===== src/rtl/three_pos_pkg.sv =====
// Purpose: shared constants and types of the three step positioning controller
// Assumes: 125 MHz clock, distances in 0.1 mm steps, times in 0.1 s steps
// Notes:   byte offsets are for a 32-bit AHB-Lite slave, one word per register
package three_pos_pkg;
	// clock rate and time base
	localparam int CLOCK_KHZ       = 125000;
	localparam int TICK_TIME_MS    = 100;
	localparam int TICK_CYCLES_DEF = CLOCK_KHZ * TICK_TIME_MS;

	// widths
	localparam int PRESC_W = 24;
	localparam int TIME_W  = 8;
	localparam int VAL_W   = 16;
	localparam int ADDR_W  = 8;
	localparam int CARD_W  = 7;

	// register byte offsets
	localparam logic [ADDR_W-1:0] CTRL_OFS    = 8'h00;
	localparam logic [ADDR_W-1:0] THR1_OFS    = 8'h04;
	localparam logic [ADDR_W-1:0] THR2_OFS    = 8'h08;
	localparam logic [ADDR_W-1:0] THR3_OFS    = 8'h0c;
	localparam logic [ADDR_W-1:0] HYST_OFS    = 8'h10;
	localparam logic [ADDR_W-1:0] ON_OFS      = 8'h14;
	localparam logic [ADDR_W-1:0] OFF_OFS     = 8'h18;
	localparam logic [ADDR_W-1:0] JOGF_OFS    = 8'h1c;
	localparam logic [ADDR_W-1:0] CARD_OFS    = 8'h20;
	localparam logic [ADDR_W-1:0] SERVICE_OFS = 8'h24;
	localparam logic [ADDR_W-1:0] ACT_OFS     = 8'h28;

	// field positions
	localparam int CTRL_AUTO_BIT = 0;
	localparam int CTRL_JOGL_BIT = 1;
	localparam int CTRL_JOGR_BIT = 2;
	localparam int ACT_LEFT_BIT  = 0;
	localparam int ACT_RIGHT_BIT = 1;
	localparam int ACT_FAST_BIT  = 2;
	localparam int ACT_STAGE_LSB = 3;
	localparam int HTRANS_ACT_BIT = 1;

	// reset and service-load values, saturation limits, service code
	localparam logic [VAL_W-1:0]  THR1_DEF = 16'h0014;
	localparam logic [VAL_W-1:0]  THR2_DEF = 16'h0028;
	localparam logic [VAL_W-1:0]  THR3_DEF = 16'h003c;
	localparam logic [VAL_W-1:0]  HYST_DEF = 16'h000a;
	localparam logic [VAL_W-1:0]  VAL_MAX  = 16'h4e20;
	localparam logic [TIME_W-1:0] ON_DEF   = 8'h0a;
	localparam logic [TIME_W-1:0] OFF_DEF  = 8'h0a;
	localparam logic [TIME_W-1:0] TIME_MAX = 8'h64;
	localparam logic [CARD_W-1:0] CARD_DEF = 7'h00;
	localparam logic              JOGF_DEF = 1'b0;
	localparam logic [7:0]        SERVICE_CODE = 8'h20;

	typedef enum logic [1:0] {
		STAGE_STOP  = 2'b00,
		STAGE_PULSE = 2'b01,
		STAGE_SLOW  = 2'b10,
		STAGE_FAST  = 2'b11
	} stage_e;
endpackage : three_pos_pkg


===== src/rtl/pulse_if.sv =====
// Purpose: link between the stage logic and the pulse interval timer
// Assumes: both ends on the same clock
// Notes:   level is combinational from run, on_ticks, off_ticks and the timer's phase flop
`timescale 1ns/1ns
interface pulse_if;
	import three_pos_pkg::*;
	logic              run;
	logic [TIME_W-1:0] on_ticks;
	logic [TIME_W-1:0] off_ticks;
	logic              level;
	modport ctrl  (output run, output on_ticks, output off_ticks, input level);
	modport timer (input run, input on_ticks, input off_ticks, output level);
endinterface : pulse_if


===== src/rtl/pulse_timer.sv =====
// Purpose: on/off interval generator for the pulsed stage
// Assumes: on_ticks and off_ticks in 0.1 s ticks
// Notes:   on time zero keeps the output low unless off time is also zero, off time zero keeps it high
`timescale 1ns/1ns
module pulse_timer #(
	parameter int TICK_CYCLES = three_pos_pkg::TICK_CYCLES_DEF
) (
	input wire logic clock,
	input wire logic rst,
	pulse_if.timer   pif
);
	import three_pos_pkg::*;

	logic [PRESC_W-1:0] presc_reg;
	logic               phase_on_reg;
	logic [TIME_W-1:0]  phase_cnt_reg;
	logic               tick;
	logic [TIME_W-1:0]  limit;
	logic               phase_end;

	assign tick      = presc_reg == PRESC_W'(TICK_CYCLES - 1);
	assign limit     = phase_on_reg ? pif.on_ticks : pif.off_ticks;
	// a lowered limit ends the phase at the next tick rather than wrapping the count
	assign phase_end = (limit == '0) ||
		(tick && ({1'b0, phase_cnt_reg} + 9'h001 >= {1'b0, limit}));

	always_ff @(posedge clock or posedge rst) begin
		if (rst) begin
			presc_reg <= '0;
		end else if (!pif.run || tick) begin
			presc_reg <= '0;
		end else begin
			presc_reg <= presc_reg + PRESC_W'(1);
		end
	end

	always_ff @(posedge clock or posedge rst) begin
		if (rst) begin
			phase_on_reg  <= 1'b1;
			phase_cnt_reg <= '0;
		end else if (!pif.run) begin
			phase_on_reg  <= 1'b1;
			phase_cnt_reg <= '0;
		end else if (phase_end) begin
			phase_on_reg  <= !phase_on_reg;
			phase_cnt_reg <= '0;
		end else if (tick) begin
			phase_cnt_reg <= phase_cnt_reg + TIME_W'(1);
		end
	end

	assign pif.level = pif.run &&
		((pif.off_ticks == '0) || (phase_on_reg && (pif.on_ticks != '0)));

	a_phase_hold: assert property (@(posedge clock) disable iff (rst)
		pif.run && !tick && (limit != '0) |=> !pif.run || $stable(phase_on_reg))
		else $error("pulse phase changed between ticks");

	a_phase_start: assert property (@(posedge clock) disable iff (rst)
		!pif.run |=> phase_on_reg && (phase_cnt_reg == '0))
		else $error("pulse phase not restarted on entry");
endmodule : pulse_timer


===== src/rtl/three_position_controller.sv =====
// Purpose: three step web positioning controller with AHB-Lite settings
// Assumes: deviation is signed, 0.1 mm per step, from logic on this clock
// Notes:   left, right and fast go to the output card at out_card_addr
//
// Contract
// - magnitude above threshold 1 drives the direction output pulsed
// - magnitude above threshold 2 drives the direction output continuously
// - magnitude above threshold 3 adds the fast output
// - a threshold of zero disables its stage entirely
// - a stage drops only below its threshold minus the common hysteresis
// - pulsed stage alternates separate on and off intervals up to 10 s
// - jog fast setting adds the fast output while jogging
// - commands go to the output card whose address is set, 0 to 7F
// - the active command is readable as a diagnostic value
//
// The placing of the registers and the AHB-Lite slave port were left to the implementer.
`timescale 1ns/1ns
module three_position_controller #(
	parameter int TICK_CYCLES = three_pos_pkg::TICK_CYCLES_DEF
) (
	input  wire logic                            clock,
	input  wire logic                            rst,
	input  wire logic                            hsel,
	input  wire logic [31:0]                     haddr,
	input  wire logic [1:0]                      htrans,
	input  wire logic                            hwrite,
	input  wire logic [2:0]                      hsize,
	input  wire logic [31:0]                     hwdata,
	input  wire logic                            hready,
	output logic                                 hreadyout,
	output logic                                 hresp,
	output logic [31:0]                          hrdata,
	input  wire logic signed [three_pos_pkg::VAL_W-1:0] deviation,
	output logic                                 out_left,
	output logic                                 out_right,
	output logic                                 out_fast,
	output logic [three_pos_pkg::CARD_W-1:0]     out_card_addr
);
	import three_pos_pkg::*;

	function automatic logic [VAL_W-1:0] sat_val(input logic [31:0] w);
		sat_val = (w > {16'h0000, VAL_MAX}) ? VAL_MAX : w[VAL_W-1:0];
	endfunction : sat_val

	function automatic logic [TIME_W-1:0] sat_time(input logic [31:0] w);
		sat_time = (w > {24'h000000, TIME_MAX}) ? TIME_MAX : w[TIME_W-1:0];
	endfunction : sat_time

	function automatic logic stage_next(input logic cur, input logic [VAL_W-1:0] mag,
		input logic [VAL_W-1:0] thr, input logic [VAL_W-1:0] hyst);
		logic [VAL_W:0] off_pt;
		off_pt = {1'b0, thr} - {1'b0, hyst};
		if (thr == '0) begin
			stage_next = 1'b0;
		end else if (mag > thr) begin
			stage_next = 1'b1;
		end else begin
			stage_next = cur && (off_pt[VAL_W] || ({1'b0, mag} >= off_pt));
		end
	endfunction : stage_next

	logic                  wr_pend_reg;
	logic [ADDR_W-1:0]     wr_addr_reg;
	logic                  auto_reg;
	logic                  jog_left_reg;
	logic                  jog_right_reg;
	logic [VAL_W-1:0]      thr1_reg;
	logic [VAL_W-1:0]      thr2_reg;
	logic [VAL_W-1:0]      thr3_reg;
	logic [VAL_W-1:0]      hyst_reg;
	logic [TIME_W-1:0]     on_reg;
	logic [TIME_W-1:0]     off_reg;
	logic                  jog_fast_reg;
	logic                  s1_reg;
	logic                  s2_reg;
	logic                  s3_reg;
	logic [VAL_W-1:0]      mag;
	logic                  neg;
	logic                  addr_ok;
	logic                  take;
	stage_e                stage;
	logic                  left_next;
	logic                  right_next;
	logic                  fast_next;
	logic [31:0]           rd_word;
	pulse_if               pif ();

	assign hreadyout = 1'b1;
	assign hresp     = 1'b0;
	assign addr_ok   = haddr[31:ADDR_W] == '0;
	assign take      = hsel && hready && htrans[HTRANS_ACT_BIT];

	// most negative deviation saturates to VAL_MAX instead of negating to itself
	assign neg = deviation[VAL_W-1];
	assign mag = !neg ? VAL_W'(deviation) :
		(deviation == {1'b1, {(VAL_W-1){1'b0}}}) ? VAL_MAX : VAL_W'(-deviation);

	always_ff @(posedge clock or posedge rst) begin
		if (rst) begin
			wr_pend_reg <= 1'b0;
			wr_addr_reg <= '0;
		end else begin
			wr_pend_reg <= take && hwrite && addr_ok;
			wr_addr_reg <= haddr[ADDR_W-1:0];
		end
	end

	// settings, written in the data phase; out of range thresholds, hysteresis and times saturate
	always_ff @(posedge clock or posedge rst) begin
		if (rst) begin
			auto_reg      <= 1'b0;
			jog_left_reg  <= 1'b0;
			jog_right_reg <= 1'b0;
			thr1_reg      <= THR1_DEF;
			thr2_reg      <= THR2_DEF;
			thr3_reg      <= THR3_DEF;
			hyst_reg      <= HYST_DEF;
			on_reg        <= ON_DEF;
			off_reg       <= OFF_DEF;
			jog_fast_reg  <= JOGF_DEF;
			out_card_addr <= CARD_DEF;
		end else if (wr_pend_reg) begin
			case (wr_addr_reg)
				CTRL_OFS: begin
					auto_reg      <= hwdata[CTRL_AUTO_BIT];
					jog_left_reg  <= hwdata[CTRL_JOGL_BIT];
					jog_right_reg <= hwdata[CTRL_JOGR_BIT];
				end
				THR1_OFS: thr1_reg <= sat_val(hwdata);
				THR2_OFS: thr2_reg <= sat_val(hwdata);
				THR3_OFS: thr3_reg <= sat_val(hwdata);
				HYST_OFS: hyst_reg <= sat_val(hwdata);
				ON_OFS:   on_reg   <= sat_time(hwdata);
				OFF_OFS:  off_reg  <= sat_time(hwdata);
				JOGF_OFS: jog_fast_reg <= hwdata[0];
				CARD_OFS: out_card_addr <= hwdata[CARD_W-1:0];
				SERVICE_OFS: begin
					if (hwdata[7:0] == SERVICE_CODE) begin
						thr1_reg     <= THR1_DEF;
						thr2_reg     <= THR2_DEF;
						thr3_reg     <= THR3_DEF;
						hyst_reg     <= HYST_DEF;
						on_reg       <= ON_DEF;
						off_reg      <= OFF_DEF;
						jog_fast_reg <= JOGF_DEF;
						out_card_addr <= CARD_DEF;
					end
				end
				default: begin
				end
			endcase
		end
	end

	// per stage switch on and hysteresis off
	always_ff @(posedge clock or posedge rst) begin
		if (rst) begin
			s1_reg <= 1'b0;
			s2_reg <= 1'b0;
			s3_reg <= 1'b0;
		end else if (!auto_reg) begin
			s1_reg <= 1'b0;
			s2_reg <= 1'b0;
			s3_reg <= 1'b0;
		end else begin
			s1_reg <= stage_next(s1_reg, mag, thr1_reg, hyst_reg);
			s2_reg <= stage_next(s2_reg, mag, thr2_reg, hyst_reg);
			s3_reg <= stage_next(s3_reg, mag, thr3_reg, hyst_reg);
		end
	end

	always_comb begin
		if (s3_reg) begin
			stage = STAGE_FAST;
		end else if (s2_reg) begin
			stage = STAGE_SLOW;
		end else if (s1_reg) begin
			stage = STAGE_PULSE;
		end else begin
			stage = STAGE_STOP;
		end
	end

	assign pif.run       = auto_reg && (stage == STAGE_PULSE);
	assign pif.on_ticks  = on_reg;
	assign pif.off_ticks = off_reg;

	pulse_timer #(
		.TICK_CYCLES(TICK_CYCLES)
	) u_timer (
		.clock(clock),
		.rst  (rst),
		.pif  (pif.timer)
	);

	always_comb begin
		left_next  = 1'b0;
		right_next = 1'b0;
		fast_next  = 1'b0;
		if (auto_reg) begin
			case (stage)
				STAGE_STOP: begin
				end
				STAGE_PULSE: begin
					left_next  = pif.level && neg;
					right_next = pif.level && !neg;
				end
				STAGE_SLOW: begin
					left_next  = neg;
					right_next = !neg;
				end
				STAGE_FAST: begin
					left_next  = neg;
					right_next = !neg;
					fast_next  = 1'b1;
				end
				default: begin
				end
			endcase
		end else begin
			left_next  = jog_left_reg && !jog_right_reg;
			right_next = jog_right_reg && !jog_left_reg;
			fast_next  = jog_fast_reg && (jog_left_reg != jog_right_reg);
		end
	end

	always_ff @(posedge clock or posedge rst) begin
		if (rst) begin
			out_left  <= 1'b0;
			out_right <= 1'b0;
			out_fast  <= 1'b0;
		end else begin
			out_left  <= left_next;
			out_right <= right_next;
			out_fast  <= fast_next;
		end
	end

	// a read right after a write to the same word returns the old value
	always_comb begin
		rd_word = 32'h00000000;
		case (haddr[ADDR_W-1:0])
			CTRL_OFS: begin
				rd_word[CTRL_AUTO_BIT] = auto_reg;
				rd_word[CTRL_JOGL_BIT] = jog_left_reg;
				rd_word[CTRL_JOGR_BIT] = jog_right_reg;
			end
			THR1_OFS: rd_word[VAL_W-1:0]  = thr1_reg;
			THR2_OFS: rd_word[VAL_W-1:0]  = thr2_reg;
			THR3_OFS: rd_word[VAL_W-1:0]  = thr3_reg;
			HYST_OFS: rd_word[VAL_W-1:0]  = hyst_reg;
			ON_OFS:   rd_word[TIME_W-1:0] = on_reg;
			OFF_OFS:  rd_word[TIME_W-1:0] = off_reg;
			JOGF_OFS: rd_word[0]          = jog_fast_reg;
			CARD_OFS: rd_word[CARD_W-1:0] = out_card_addr;
			ACT_OFS: begin
				rd_word[ACT_LEFT_BIT]  = out_left;
				rd_word[ACT_RIGHT_BIT] = out_right;
				rd_word[ACT_FAST_BIT]  = out_fast;
				rd_word[ACT_STAGE_LSB +: 2] = stage;
			end
			default: rd_word = 32'h00000000;
		endcase
		if (!addr_ok) begin
			rd_word = 32'h00000000;
		end
	end

	always_ff @(posedge clock or posedge rst) begin
		if (rst) begin
			hrdata <= 32'h00000000;
		end else if (take && !hwrite) begin
			hrdata <= rd_word;
		end
	end

	a_dir_exclusive: assert property (@(posedge clock) disable iff (rst)
		!(out_left && out_right))
		else $error("left and right asserted together");

	a_zero_disable: assert property (@(posedge clock) disable iff (rst)
		$past(thr1_reg == '0) |-> !s1_reg)
		else $error("disabled pulse stage became active");

	a_zero_fast: assert property (@(posedge clock) disable iff (rst)
		$past(thr3_reg == '0) |-> !s3_reg)
		else $error("disabled fast stage became active");

	a_pulse_entry: assert property (@(posedge clock) disable iff (rst)
		auto_reg && (thr1_reg != '0) && (mag > thr1_reg) |=> s1_reg)
		else $error("pulse stage missed switch-on");

	a_slow_cont: assert property (@(posedge clock) disable iff (rst)
		auto_reg && (stage == STAGE_SLOW) |=> (out_left || out_right) && !out_fast)
		else $error("continuous stage output missing");

	a_fast_adds: assert property (@(posedge clock) disable iff (rst)
		auto_reg && (stage == STAGE_FAST) |=> out_fast && (out_left != out_right))
		else $error("fast stage outputs wrong");

	a_hyst_hold: assert property (@(posedge clock) disable iff (rst)
		auto_reg && s2_reg && (thr2_reg != '0) && (hyst_reg <= thr2_reg) &&
		(mag >= thr2_reg - hyst_reg) |=> s2_reg)
		else $error("stage dropped inside hysteresis band");

	a_jog_fast: assert property (@(posedge clock) disable iff (rst)
		!auto_reg && jog_left_reg && !jog_right_reg |=>
		out_left && !out_right && (out_fast == $past(jog_fast_reg)))
		else $error("jog outputs wrong");

	a_card_write: assert property (@(posedge clock) disable iff (rst)
		wr_pend_reg && (wr_addr_reg == CARD_OFS) |=>
		out_card_addr == $past(hwdata[CARD_W-1:0]))
		else $error("output card address not taken");

	a_act_read: assert property (@(posedge clock) disable iff (rst)
		take && !hwrite && addr_ok && (haddr[ADDR_W-1:0] == ACT_OFS) |=>
		hrdata[ACT_FAST_BIT:ACT_LEFT_BIT] == {$past(out_fast), $past(out_right), $past(out_left)})
		else $error("active command readback wrong");
endmodule : three_position_controller


===== config.mk =====
export PLATFORM = sky130hd
export DESIGN_NAME = three_position_controller
export DESIGN_NICKNAME = d
export VERILOG_FILES = /design/src/rtl/three_pos_pkg.sv /design/src/rtl/pulse_if.sv /design/src/rtl/pulse_timer.sv /design/src/rtl/three_position_controller.sv
export SDC_FILE = /design/constraint.sdc
export NUM_CORES = 1
export LEC_CHECK = 0
export ABC_AREA = 1
export BUFFER_PORTS_ARGS = -buffer_cell sky130_fd_sc_hd__buf_2
export CORE_ASPECT_RATIO = 1.2
export CORE_UTILIZATION = 50
export DETAILED_ROUTE_END_ITERATION = 8
export GPL_TIMING_DRIVEN = 0
export PLACE_DENSITY = 0.81
export REMOVE_ABC_BUFFERS = 1
export SKIP_CTS_REPAIR_TIMING = 1
export SLEW_MARGIN = 20
export SYNTH_ARGS = -nofsm -noshare
export SYNTH_HDL_FRONTEND = slang
export SYNTH_SLANG_ARGS = --single-unit

===== constraint.sdc =====
create_clock -name clock -period 5.73 [get_ports clock]
set_input_delay 1.146 -clock clock [delete_from_list [all_inputs] [get_ports clock]]
set_output_delay 1.146 -clock clock [all_outputs]
set_load 0.005 [all_outputs]

Word-level counts from Yosys, hierarchy flattened:

Cells that the tools add are included.

* logic and storage cells: 174
* bits in read-only memories: 0
* bits in registers: 171
* bits in latches: 0
* output and inout bits: 44
* memories: 0
* input port bits: 90
* bits in writable memories: 0

* reduce and logical (&&, ||, !) cells: 56
* div/mod/pow operators: 0
* $mul: 0
* magnitude comparators: 9
* add/subtract/negate cells: 7
* multiplexer cells: 51
* shift-type cells: 0
* eq/ne operators: 28
* bitwise logic cells: 0

Operator list (count)
* $mux W16: 8
* $pmux W16 S2: 4
* $eq A8 B5 Y1 const B: 8
* $ge A16 B17 Y1: 3
* $sub A16 B16 Y17: 3
* $gt A16 B16 Y1: 3
* $logic_not A16 Y1: 3
* $mux W8: 6
* $eq A8 B6 Y1 const B: 5
* $eq A8 B4 Y1 const B: 4
* $gt A32 B15 Y1 const B: 1
* $gt A32 B7 Y1 const B: 1
* $logic_not A8 Y1: 4
* $pmux W8 S2: 2
* $pmux W8 S4: 1
* $add A24 B1 Y24 const B: 1
* $eq A24 B24 Y1 const B: 1
* $logic_not A24 Y1: 1
* $mux W24: 1
* $reduce_and A3 Y1: 8
* $pmux W2 S9: 1
* $logic_and A1 B1 Y1: 17
* $mux W1: 17
* $eq A16 B16 Y1 const B: 1
* 24 further kinds: 47

Longest topological paths before layout:

Gate-level depths: netlist of run 1.

* depth after elaboration: 9
* depth in mapped cells: 25

Hierarchy:

Synthesis of run 1 repeated with hierarchy kept, for this count alone.

* cells, all modules: 1768
* area total of the unflattened synthesis: 13167.6 sq um

Modules (own cells, without submodules)
* three_position_controller: area each 10797.9 sq um, seq. area each 3070.4 sq um, cells each 1438, instances 1
* pulse_timer: area each 2369.8 sq um, seq. area each 827.0 sq um, cells each 330, instances 1

Worst setup path before layout of run 1:

OpenSTA, ideal clock, no wires.

* path kind: input -> register
* start point: input port deviation[1] (netlist name)
* end point: register s1_reg
* path buffers: 0
* stages: 20
* setup time: 77 ps
* data arrival time: 3708 ps
* required time: 5653 ps
* path slack: 1945 ps
* path through: inv_1 ha_1 inv_1 nor2_1 nand3_1 or3_1 nor3_2 nand3_2 nand3_1 o21ai_0 ha_1 inv_1 nor2_1 nor2_1 o21a_1 o211ai_1 nand2_1 o211ai_1 nand2_1 a21oi_1

* longest elaborated chain between the ends: 9
* elaborated cells between the ends (all ways): 11
* those cells by class: add/sub (1); order compare (2); eq/ne (1); mux (5); reduce/logical (2)

RTL lines
* start, declared: RTL line three_position_controller.sv:33 `input wire logic signed [three_pos_pkg::VAL_W-1:0] deviation,`
* $neg A16 Y16 / $eq A16 B16 Y1 (equally long branches): RTL line three_position_controller.sv:96 `(deviation == {1'b1, {(VAL_W-1){1'b0}}}) ? VAL_MAX : VAL_W'(-deviation);`
* $mux W16: RTL line three_position_controller.sv:96
* $mux W16 *: RTL line three_position_controller.sv:95 `assign mag = !neg ? VAL_W'(deviation) :`
* $ge A16 B17 Y1: RTL line three_position_controller.sv:58 `stage_next = cur && (off_pt[VAL_W] || ({1'b0, mag} >= off_pt));`
* $logic_or A1 B1 Y1: RTL line three_position_controller.sv:58
* $logic_and A1 B1 Y1: RTL line three_position_controller.sv:58
* $mux W1 *: RTL line three_position_controller.sv:55 `end else if (mag > thr) begin`
* $mux W1 *: RTL line three_position_controller.sv:53 `if (thr == '0) begin`
* $mux W1 *: RTL line three_position_controller.sv:161 `end else if (!auto_reg) begin`
* end signal, assigned: RTL line three_position_controller.sv:166 `s1_reg <= stage_next(s1_reg, mag, thr1_reg, hyst_reg);`
* end, declared: RTL line three_position_controller.sv:74 `logic s1_reg;`

Mark *: on every way between the ends. The rest lies on a longest branch, timed or not.
A chain may end at the register's enable or synchronous reset.

Worst setup path in the final report of run 1:

Same ends and word-level chain as after synthesis.

==> reports/qor.csv, run 1 <==
stage;metric;value;unit
floorplan;IO Count;134;
logic_synthesis;leading area contributor after synthesis;dfrtp_1;
logic_synthesis;synth cell count leaders;nand2_1 (312), inv_1 (237), ha_1 (157), dfrtp_1 (140), o21ai_0 (128);
power_and_ir_drop;Pwr Total;2.48;mW
sta;Tcrit/Tclk final;0.771;
global_route;maximum number of pins on one net before global-route repair;82;
routing;DRT Pass-1 Iters;5;
placement;routability cong.;1.01;
clock_network;maximum clock path buffer count;2;
global_route;first-pass GRT wire length;61.8;mm
floorplan;Die ar.;26200;µm²
logic_synthesis;Syn Area/Cell;7.65;µm²
hold_path;Hold Crit Class;reg2reg;
setup_path;cells along the critical path;buf_2 -> inv_1 -> ha_1 -> inv_1 -> nor2_1 -> nand3_1 -> or3_1 -> nor3_2 -> nand3_2 -> nand3_1 -> o21ai_0 -> ha_1 -> inv_1 -> nor2_1 -> nor2_1 -> o21a_1 -> o211ai_1 -> nand2_1 -> o211ai_1 -> nand2_1 -> a21oi_1;
clock_network;Clock Latency Late Sink;0.43;ns
clock_network;Worst-path clk slew;0.07;ns
logic_synthesis;post-synthesis sequential area ratio;0.306;
sta;worst slew pin tran;1.06;ns
sta;Final Hold Fails;0;
hold_path;WHS Endpoint;u_timer.presc_reg[0];
power_and_ir_drop;leakage;7.40;nW
final_layout;ratio of cells with drive above 1 in the final layout;0.127;
placement;Area after DPL;13600;µm²
setup_path;CP required;6.09;ns
final_layout;final core area utilization;0.569;
clock_network;CTS tree;yes;
sta;unrepaired setup endpoints after global routing;false;
final_layout;number of fill cells in the layout;2261;
sta;Setup Skew;0.0123;ns
final_layout;Largest register FFs;24;
setup_path;critical path's largest stage delay;0.44;ns
placement;DP Wirelength;31.5;mm
routing;initial drt markers;1087;
sta;fin crit period;4.42;ns
floorplan;Die Y;177;µm
setup_path;Reg2Reg Depth;19;
power_and_ir_drop;PwrDens;175;nW/µm²
hold_path;Hold Path Depth;1;
final_layout;Final Cell Area;14200;µm²
routing;final antenna-violating net count;0;
setup_path;Setup Crit Path Kind;in2reg;
routing;drt via density;5.76;
outcome;outcome;completed;
final_layout;layout net count;2029;
global_route;gr ovfl total;0;
floorplan;Initial Utilization;0.512;
setup_path;FF-to-FF End;s1_reg;
sta;Max Freq;0.226;GHz
clock_network;Num CTS Buffers;17;
clock_network;Clock Sink Count;155;
setup_path;crit path max fanout;9;
logic_synthesis;Mapped Cells;1668;
routing;Vias;12200;
logic_synthesis;share of the synthesized area in the top cell type;0.275;
job;# Max-Cap Violations;0;
logic_synthesis;YS warnings;0;
sta;Max-slew headroom;0.289;
setup_path;Crit Reg-Reg Startpoint;hyst_reg[1];
floorplan;die width;148;µm
global_route;gr usage total;0.308;
logic_synthesis;post-synthesis register bit count;155;
final_layout;Multi-input gate area;7720;µm²
final_layout;layout overhead on the synthesized area;11.0;%
setup_path;Critical Path AT;4.78;ns
final_layout;Reg area;3900;µm²
sta;worst setup margin;1.31;ns
power_and_ir_drop;Max rail drop VDD;204;µV
routing;final wirelength;39.0;mm
global_route;vias in the first global route;12000;
setup_path;startpoint types;input port;
sta;final setup TNS;0;ns
floorplan;Core Region;24900;µm²
setup_path;stages on the worst setup path;21;
setup_path;CP delay by family, top;simple AND/OR/NAND/NOR gates;
setup_path;Crit-path slowest cell;ha_1;
setup_path;CP bufs+invs;4;
global_route;initial antenna violation count;0;
clock_network;clk root buf;clkbuf_16;
logic_synthesis;post-synth cell types;65;
setup_path;CP Capture Type;flop;
placement;IO buf count;111;
logic_synthesis;most frequent cell after synthesis;nand2_1;
floorplan;Std-Cell Rows;63;
hold_path;hold path startpoint;u_timer.presc_reg[0];
placement;pre-CTS setup slack;0.934;ns
routing;remaining routing DRC violations;0;
sta;Setup-failing EPs final;0;
sta;Final Max Tran Viols;0;
logic_synthesis;number of synthesized flops with an enable pin;0;
logic_synthesis;Mapped Area;12800;µm²
final_layout;Ant. Diodes;0;
logic_synthesis;Post-synth ARST share;1.00;
routing;wire length per cell;18.4;µm
clock_network;H-tree lvl count;4;
logic_synthesis;ys flop type;dfrtp_1;
logic_synthesis;top cells by area, synth;dfrtp_1 (27%), ha_1 (15%), nand2_1 (9.2%), inv_1 (7.0%), o21ai_0 (5.0%);
setup_path;flop2flop setup slack;1.74;ns
kinds of logic (layout without fill, tap and decap cells):
family / count (synthesis) / count (layout) / share of synthesized area
simple gates: 630 / 630 / 0.228
compound gates: 375 / 375 / 0.173
buf+inv: 289 / 397 / 0.0944
fa+ha+maj: 160 / 160 / 0.159
flops: 155 / 155 / 0.306
xor+xnor: 55 / 55 / 0.0378
other cells: 2 / 18 / 0.000589
mux: 2 / 2 / 0.00167
final cells by class:
| cell class | instances | area share |
|---|---|---|
| Tap cell | 325 | 0.0287 |
| Sequential cell | 155 | 0.275 |
| Clock buffer | 19 | 0.0320 |
| Inverter | 252 | 0.0680 |
| Timing Repair Buffer | 113 | 0.0417 |
| Multi-Input combinational cell | 1240 | 0.545 |
| Clock inverter | 13 | 0.00919 |
worst max path at each step:
stage                      start               end
floorplan                    rst          auto_reg
finish              deviation[1]            s1_reg
detailed placement  deviation[1]            s1_reg
CTS                 deviation[1]            s1_reg
global placement             rst  out_card_addr[1]
global route        deviation[1]            s1_reg
power breakdown:
| group | internal [mW] | total [mW] | leakage, nW | switching (mW) |
|---|---|---|---|---|
| clock | 0.631 | 1.12 | 0.279 | 0.489 |
| combinational | 0.0857 | 0.255 | 5.27 | 0.170 |
| sequential | 1.10 | 1.10 | 1.85 | 0.00382 |
| total | 1.82 | 2.48 | 7.40 | 0.662 |
metal layers:
metal / track usage / wire length [µm] / vias up
met4: 0.198 / 2330 / 0
met1: 0.363 / 15500 / 5630
met2: 0.530 / 18600 / 549
met3: 0.0358 / 2630 / 142
met5: 0 / 0 / -
li1: - / - / 5881
worst register-to-register path: stages, from the launching register on:
cell and delay, ns:
dfstp_2 0.54, inv_1 0.19, fa_1 0.49, nand3_1 0.09
nand3_1 0.11, a21oi_1 0.22, o21ai_1 0.19, a21oi_1 0.25
o21ai_1 0.10, xor2_1 0.15, ha_1 0.29, nand2_1 0.05
inv_1 0.12, nand4_1 0.11, nor3_1 0.41, a21oi_1 0.12
a21boi_0 0.15, nand2_1 0.14, nand2_1 0.07, a21oi_1 0.13
cells in the final DEF, fill, tap and decap left out, types with 5 or more instances in the layout:
cell type	netlist	final
inv_6	0	5
o21ai_0	128	127
nand4_1	30	30
ha_1	157	157
nor2_1	105	105
buf_2	9	111
xor2_1	42	42
nor3_1	30	30
a211oi_1	5	5
dfrtp_1	140	140
nor2_2	5	5
o211ai_1	6	6
nand3_1	74	74
a22oi_2	7	7
and2_1	5	5
o22ai_1	41	41
nand2_1	312	312
xnor2_1	13	13
inv_2	8	8
a21oi_1	112	112
a221oi_1	16	16
dfstp_2	15	15
o21ai_1	9	10
nor4_1	18	17
inv_1	237	236
conb_1	2	18
clkbuf_16	0	17
o21bai_1	9	9
a31oi_1	12	12
nor2_4	7	7
nand3b_1	9	9
o21a_1	8	8
nand2_2	15	15
stage by stage:
step | cells | hold slack, ns
after detailed placement | 2085 | 0.454
after CTS | 2117 | 0.462
final | 2117 | 0.458
after global routing | 2117 | 0.479
after floorplan | 1647 | 0.433
after global placement | 2083 | 0.448
(Power assumes the default switching activity.)
==> inputs of run 2 (changes only) <==
Settings changed: ABC_AREA 1 to 0, PLACE_DENSITY 0.81 to 0.82.
Clock period 5.73 ns to 4.3 ns, I/O delays scaled along.
==> run 2 against run 1 <==
Effect of this change:
- global-route usage shrank 1.1 points
- sequential cell count did not move
- count of clock-buffer cells in the layout fell by 2
- non-clock buffer count is the same
- critical path type unchanged
- routed wire length fell by 2.8%
- sequential share of layout area increased by 0.29 points
- worst hold slack gained 0.016 ns
- sequential power increased by 34%
- register-to-register slack worse by 1.6 ns
- die area is 1.6% lower
- largest power group unchanged
- critical endpoint is now s3_reg
- critical path depth down 5
==> reports/qor.csv, run 2 <==
stage;metric;value;unit;change
setup_path;Setup Crit Path Kind;in2reg;;
clock_network;H-tree lvl count;4;;unchanged
logic_synthesis;Post-synth ARST share;1.00;;unchanged
placement;IO buf count;111;;unchanged
routing;final antenna-violating net count;0;;unchanged
global_route;gr ovfl total;0;;unchanged
floorplan;Die ar.;25700;µm²;-1.6%
global_route;maximum number of pins on one net before global-route repair;83;;+1.2%
power_and_ir_drop;PwrDens;245;nW/µm²;+40%
final_layout;Ant. Diodes;0;;unchanged
sta;Final Max Tran Viols;0;;unchanged
final_layout;number of fill cells in the layout;2168;;-4.1%
setup_path;Crit Reg-Reg Startpoint;hyst_reg[1];;
final_layout;final core area utilization;0.568;;-0.000586
logic_synthesis;Syn Area/Cell;8.54;µm²;+12%
floorplan;IO Count;134;;unchanged
outcome;outcome;completed;;
setup_path;cells along the critical path;buf_2 -> inv_1 -> ha_1 -> nand2b_1 -> or4_4 -> or2_4 -> or3_4 -> nand2_4 -> ha_1 -> nand2b_1 -> a2111oi_2 -> o31ai_1 -> a221o_1 -> a221o_1 -> o21ai_2 -> a31oi_1;;
sta;Setup Skew;0.00995;ns;-0.00236 ns
final_layout;fin cells;1902;;-10%
logic_synthesis;Mapped Cells;1470;;-12%
power_and_ir_drop;Max rail drop VDD;326;µV;+60%
placement;# placed instances;1870;;-10%
sta;final setup TNS;0;ns;unchanged
hold_path;Hold Path Depth;2;;+1
floorplan;Std-Cell Rows;63;;unchanged
sta;unrepaired setup endpoints after global routing;true;;
logic_synthesis;post-synthesis sequential area ratio;0.311;;+0.00503
setup_path;Reg2Reg Depth;15;;-4
logic_synthesis;number of synthesized flops with an enable pin;0;;unchanged
clock_network;Clock Latency Late Sink;0.44;ns;about the same
global_route;initial antenna violation count;0;;unchanged
logic_synthesis;synth cell count leaders;nand2_1 (185), ha_1 (157), dfrtp_1 (140), o21ai_0 (132);;
final_layout;layout net count;1814;;-11%
sta;Max-slew headroom;0.228;;-0.0612
placement;DP Wirelength;29.0;mm;-8.0%
setup_path;Critical Path AT;4.53;ns;-0.25 ns
routing;drt via density;6.20;;+7.5%
logic_synthesis;share of the synthesized area in the top cell type;0.279;;+0.00452
job;# Max-Cap Violations;0;;unchanged
global_route;first-pass GRT wire length;59.7;mm;-3.3%
global_route;vias in the first global route;11500;;-3.5%
routing;initial drt markers;1155;;+6.3%
sta;worst setup margin;0.0908;ns;-1.22 ns
clock_network;clk root buf;clkbuf_16;;
setup_path;startpoint types;input port;;
floorplan;Core Region;24700;µm²;-0.95%
sta;fin crit period;4.21;ns;
clock_network;Clock Sink Count;155;;unchanged
floorplan;Initial Utilization;0.509;;-0.00346
placement;pre-CTS setup slack;-0.811;ns;-1.74 ns
routing;Vias;11800;;-3.4%
setup_path;critical path startpoint;deviation[1];;
setup_path;Crit-path slowest cell;or4_4;;
sta;hold_ws;0.474;ns;+0.0160 ns
logic_synthesis;post-synth cell types;79;;+22%
final_layout;layout overhead on the synthesized area;11.7;%;
final_layout;commonest non-fill, non-tap cell in the layout;nand2_1;;
logic_synthesis;ys flop type;dfrtp_1;;
setup_path;flop2flop setup slack;0.19;ns;-1.55 ns
sta;worst slew pin tran;1.14;ns;+0.0848 ns
global_route;gr usage total;0.297;;-0.0109
sta;Setup-failing EPs final;0;;unchanged
setup_path;crit path max fanout;8;;-1
setup_path;CP endpoint;s3_reg;;
final_layout;ratio of cells with drive above 1 in the final layout;0.128;;+0.000859
final_layout;most frequent cells in the layout;nand2_1 (184), ha_1 (157), dfrtp_1 (140);;
routing;DRT Pass-1 Iters;7;;+2
sta;Max Freq;0.238;GHz;
sta;Tcrit/Tclk final;0.979;;
clock_network;maximum clock path buffer count;2;;unchanged
sta;Final Hold Fails;0;;unchanged
setup_path;CP required;4.62;ns;-1.47 ns
logic_synthesis;YS warnings;0;;unchanged
clock_network;CTS tree;yes;;
clock_network;Worst-path clk slew;0.07;ns;about the same
floorplan;Die Y;176;µm;-0.80%
hold_path;Hold Crit Class;reg2reg;;
setup_path;CP Capture Type;flop;;
floorplan;die width;147;µm;-0.80%
final_layout;Largest register FFs;24;;unchanged
logic_synthesis;leading area contributor after synthesis;dfrtp_1;;
power_and_ir_drop;leakage;6.39;nW;-14%
placement;routability cong.;0.982;;-3.0%
clock_network;Num CTS Buffers;17;;unchanged
logic_synthesis;most frequent cell after synthesis;nand2_1;;
logic_synthesis;Mapped Area;12500;µm²;-1.6%
logic_synthesis;post-synthesis register bit count;155;;unchanged
routing;final wirelength;37.9;mm;-2.8%
routing;remaining routing DRC violations;0;;unchanged
setup_path;FF-to-FF End;s3_reg;;
setup_path;critical path's largest stage delay;0.43;ns;about the same
routing;wire length per cell;19.9;µm;+8.2%
logic_synthesis;top cells by area, synth;dfrtp_1 (28%), ha_1 (16%), nand2_1 (5.5%), o21ai_0 (5.3%), dfstp_2 (3.1%);;
-- run 2: changes by cell type after synthesis, moves of 19 or more --
cell     change
mux2i_1     +20
nor2b_1     +21
o22ai_1     -39
nand2_1    -127
xnor2_1     +19
nand3_1     -39
a21oi_1     -42
inv_1      -138
a21o_1      +25
-- run 2: worst min path at each step --
stage                         start                    to
6_report                  hrdata[3]             hrdata[3]
5_1_grt                         rst             hrdata[1]
4_1_cts                   hrdata[3]             hrdata[3]
3_5_place_dp              hrdata[3]             hrdata[3]
3_3_place_gp              hrdata[6]             hrdata[6]
2_1_floorplan  u_timer.presc_reg[0]  u_timer.presc_reg[0]
-- run 2: critical path, delay by kind of cell --
kind            cells  cell delay (ns)
fa+ha+maj           2             0.42
compound gates      6             1.49
simple gates        6             1.55
buf+inv             2             0.20
-- run 2: stage by stage --
stage | cell area, µm² | total power, mW
2_1_floorplan | 12300 | 1.70
3_3_place_gp | 13200 | 1.83
3_5_place_dp | 13300 | 1.85
4_1_cts | 13900 | 3.42
5_1_grt | 14000 | 3.53
6_report | 14000 | 3.44
-- run 2: report_power, final --
group          leakage (nW)  internal [mW]  switching (mW)
sequential             2.01           1.46         0.00406
combinational          4.08          0.138           0.230
clock                 0.300          0.890           0.711
total                  6.39           2.49           0.945
-- run 2: cells by family (layout without fill, tap and decap cells) --
logic type / after synthesis / after routing / synth area share
fa+ha+maj: 161 / 161 / 0.162
buf+inv: 153 / 244 / 0.0552
other cells: 2 / 18 / 0.000598
mux: 30 / 30 / 0.0266
compound gates: 376 / 376 / 0.192
flops: 155 / 155 / 0.311
xor+xnor: 77 / 77 / 0.0537
simple gates: 516 / 516 / 0.200
-- run 2: layer usage --
layer,part of all wire,vias to the layer above,wire length (µm),track usage
li1,-,5501,-,-
met1,0.38,5540,14200,0.341
met2,0.48,566,18100,0.498
met3,0.072,180,2750,0.0584
met4,0.074,0,2810,0.204
met5,0,-,0,0
-- run 2: area by class of cell --
type,instances,area [µm²],share of cell area
Inverter,99,379,0.0271
Multi-Input combinational cell,1178,8110,0.579
Clock inverter,15,204,0.0146
Sequential cell,155,3900,0.278
Clock buffer,17,425,0.0304
Tap cell,325,407,0.0290
Timing Repair Buffer,113,588,0.0420
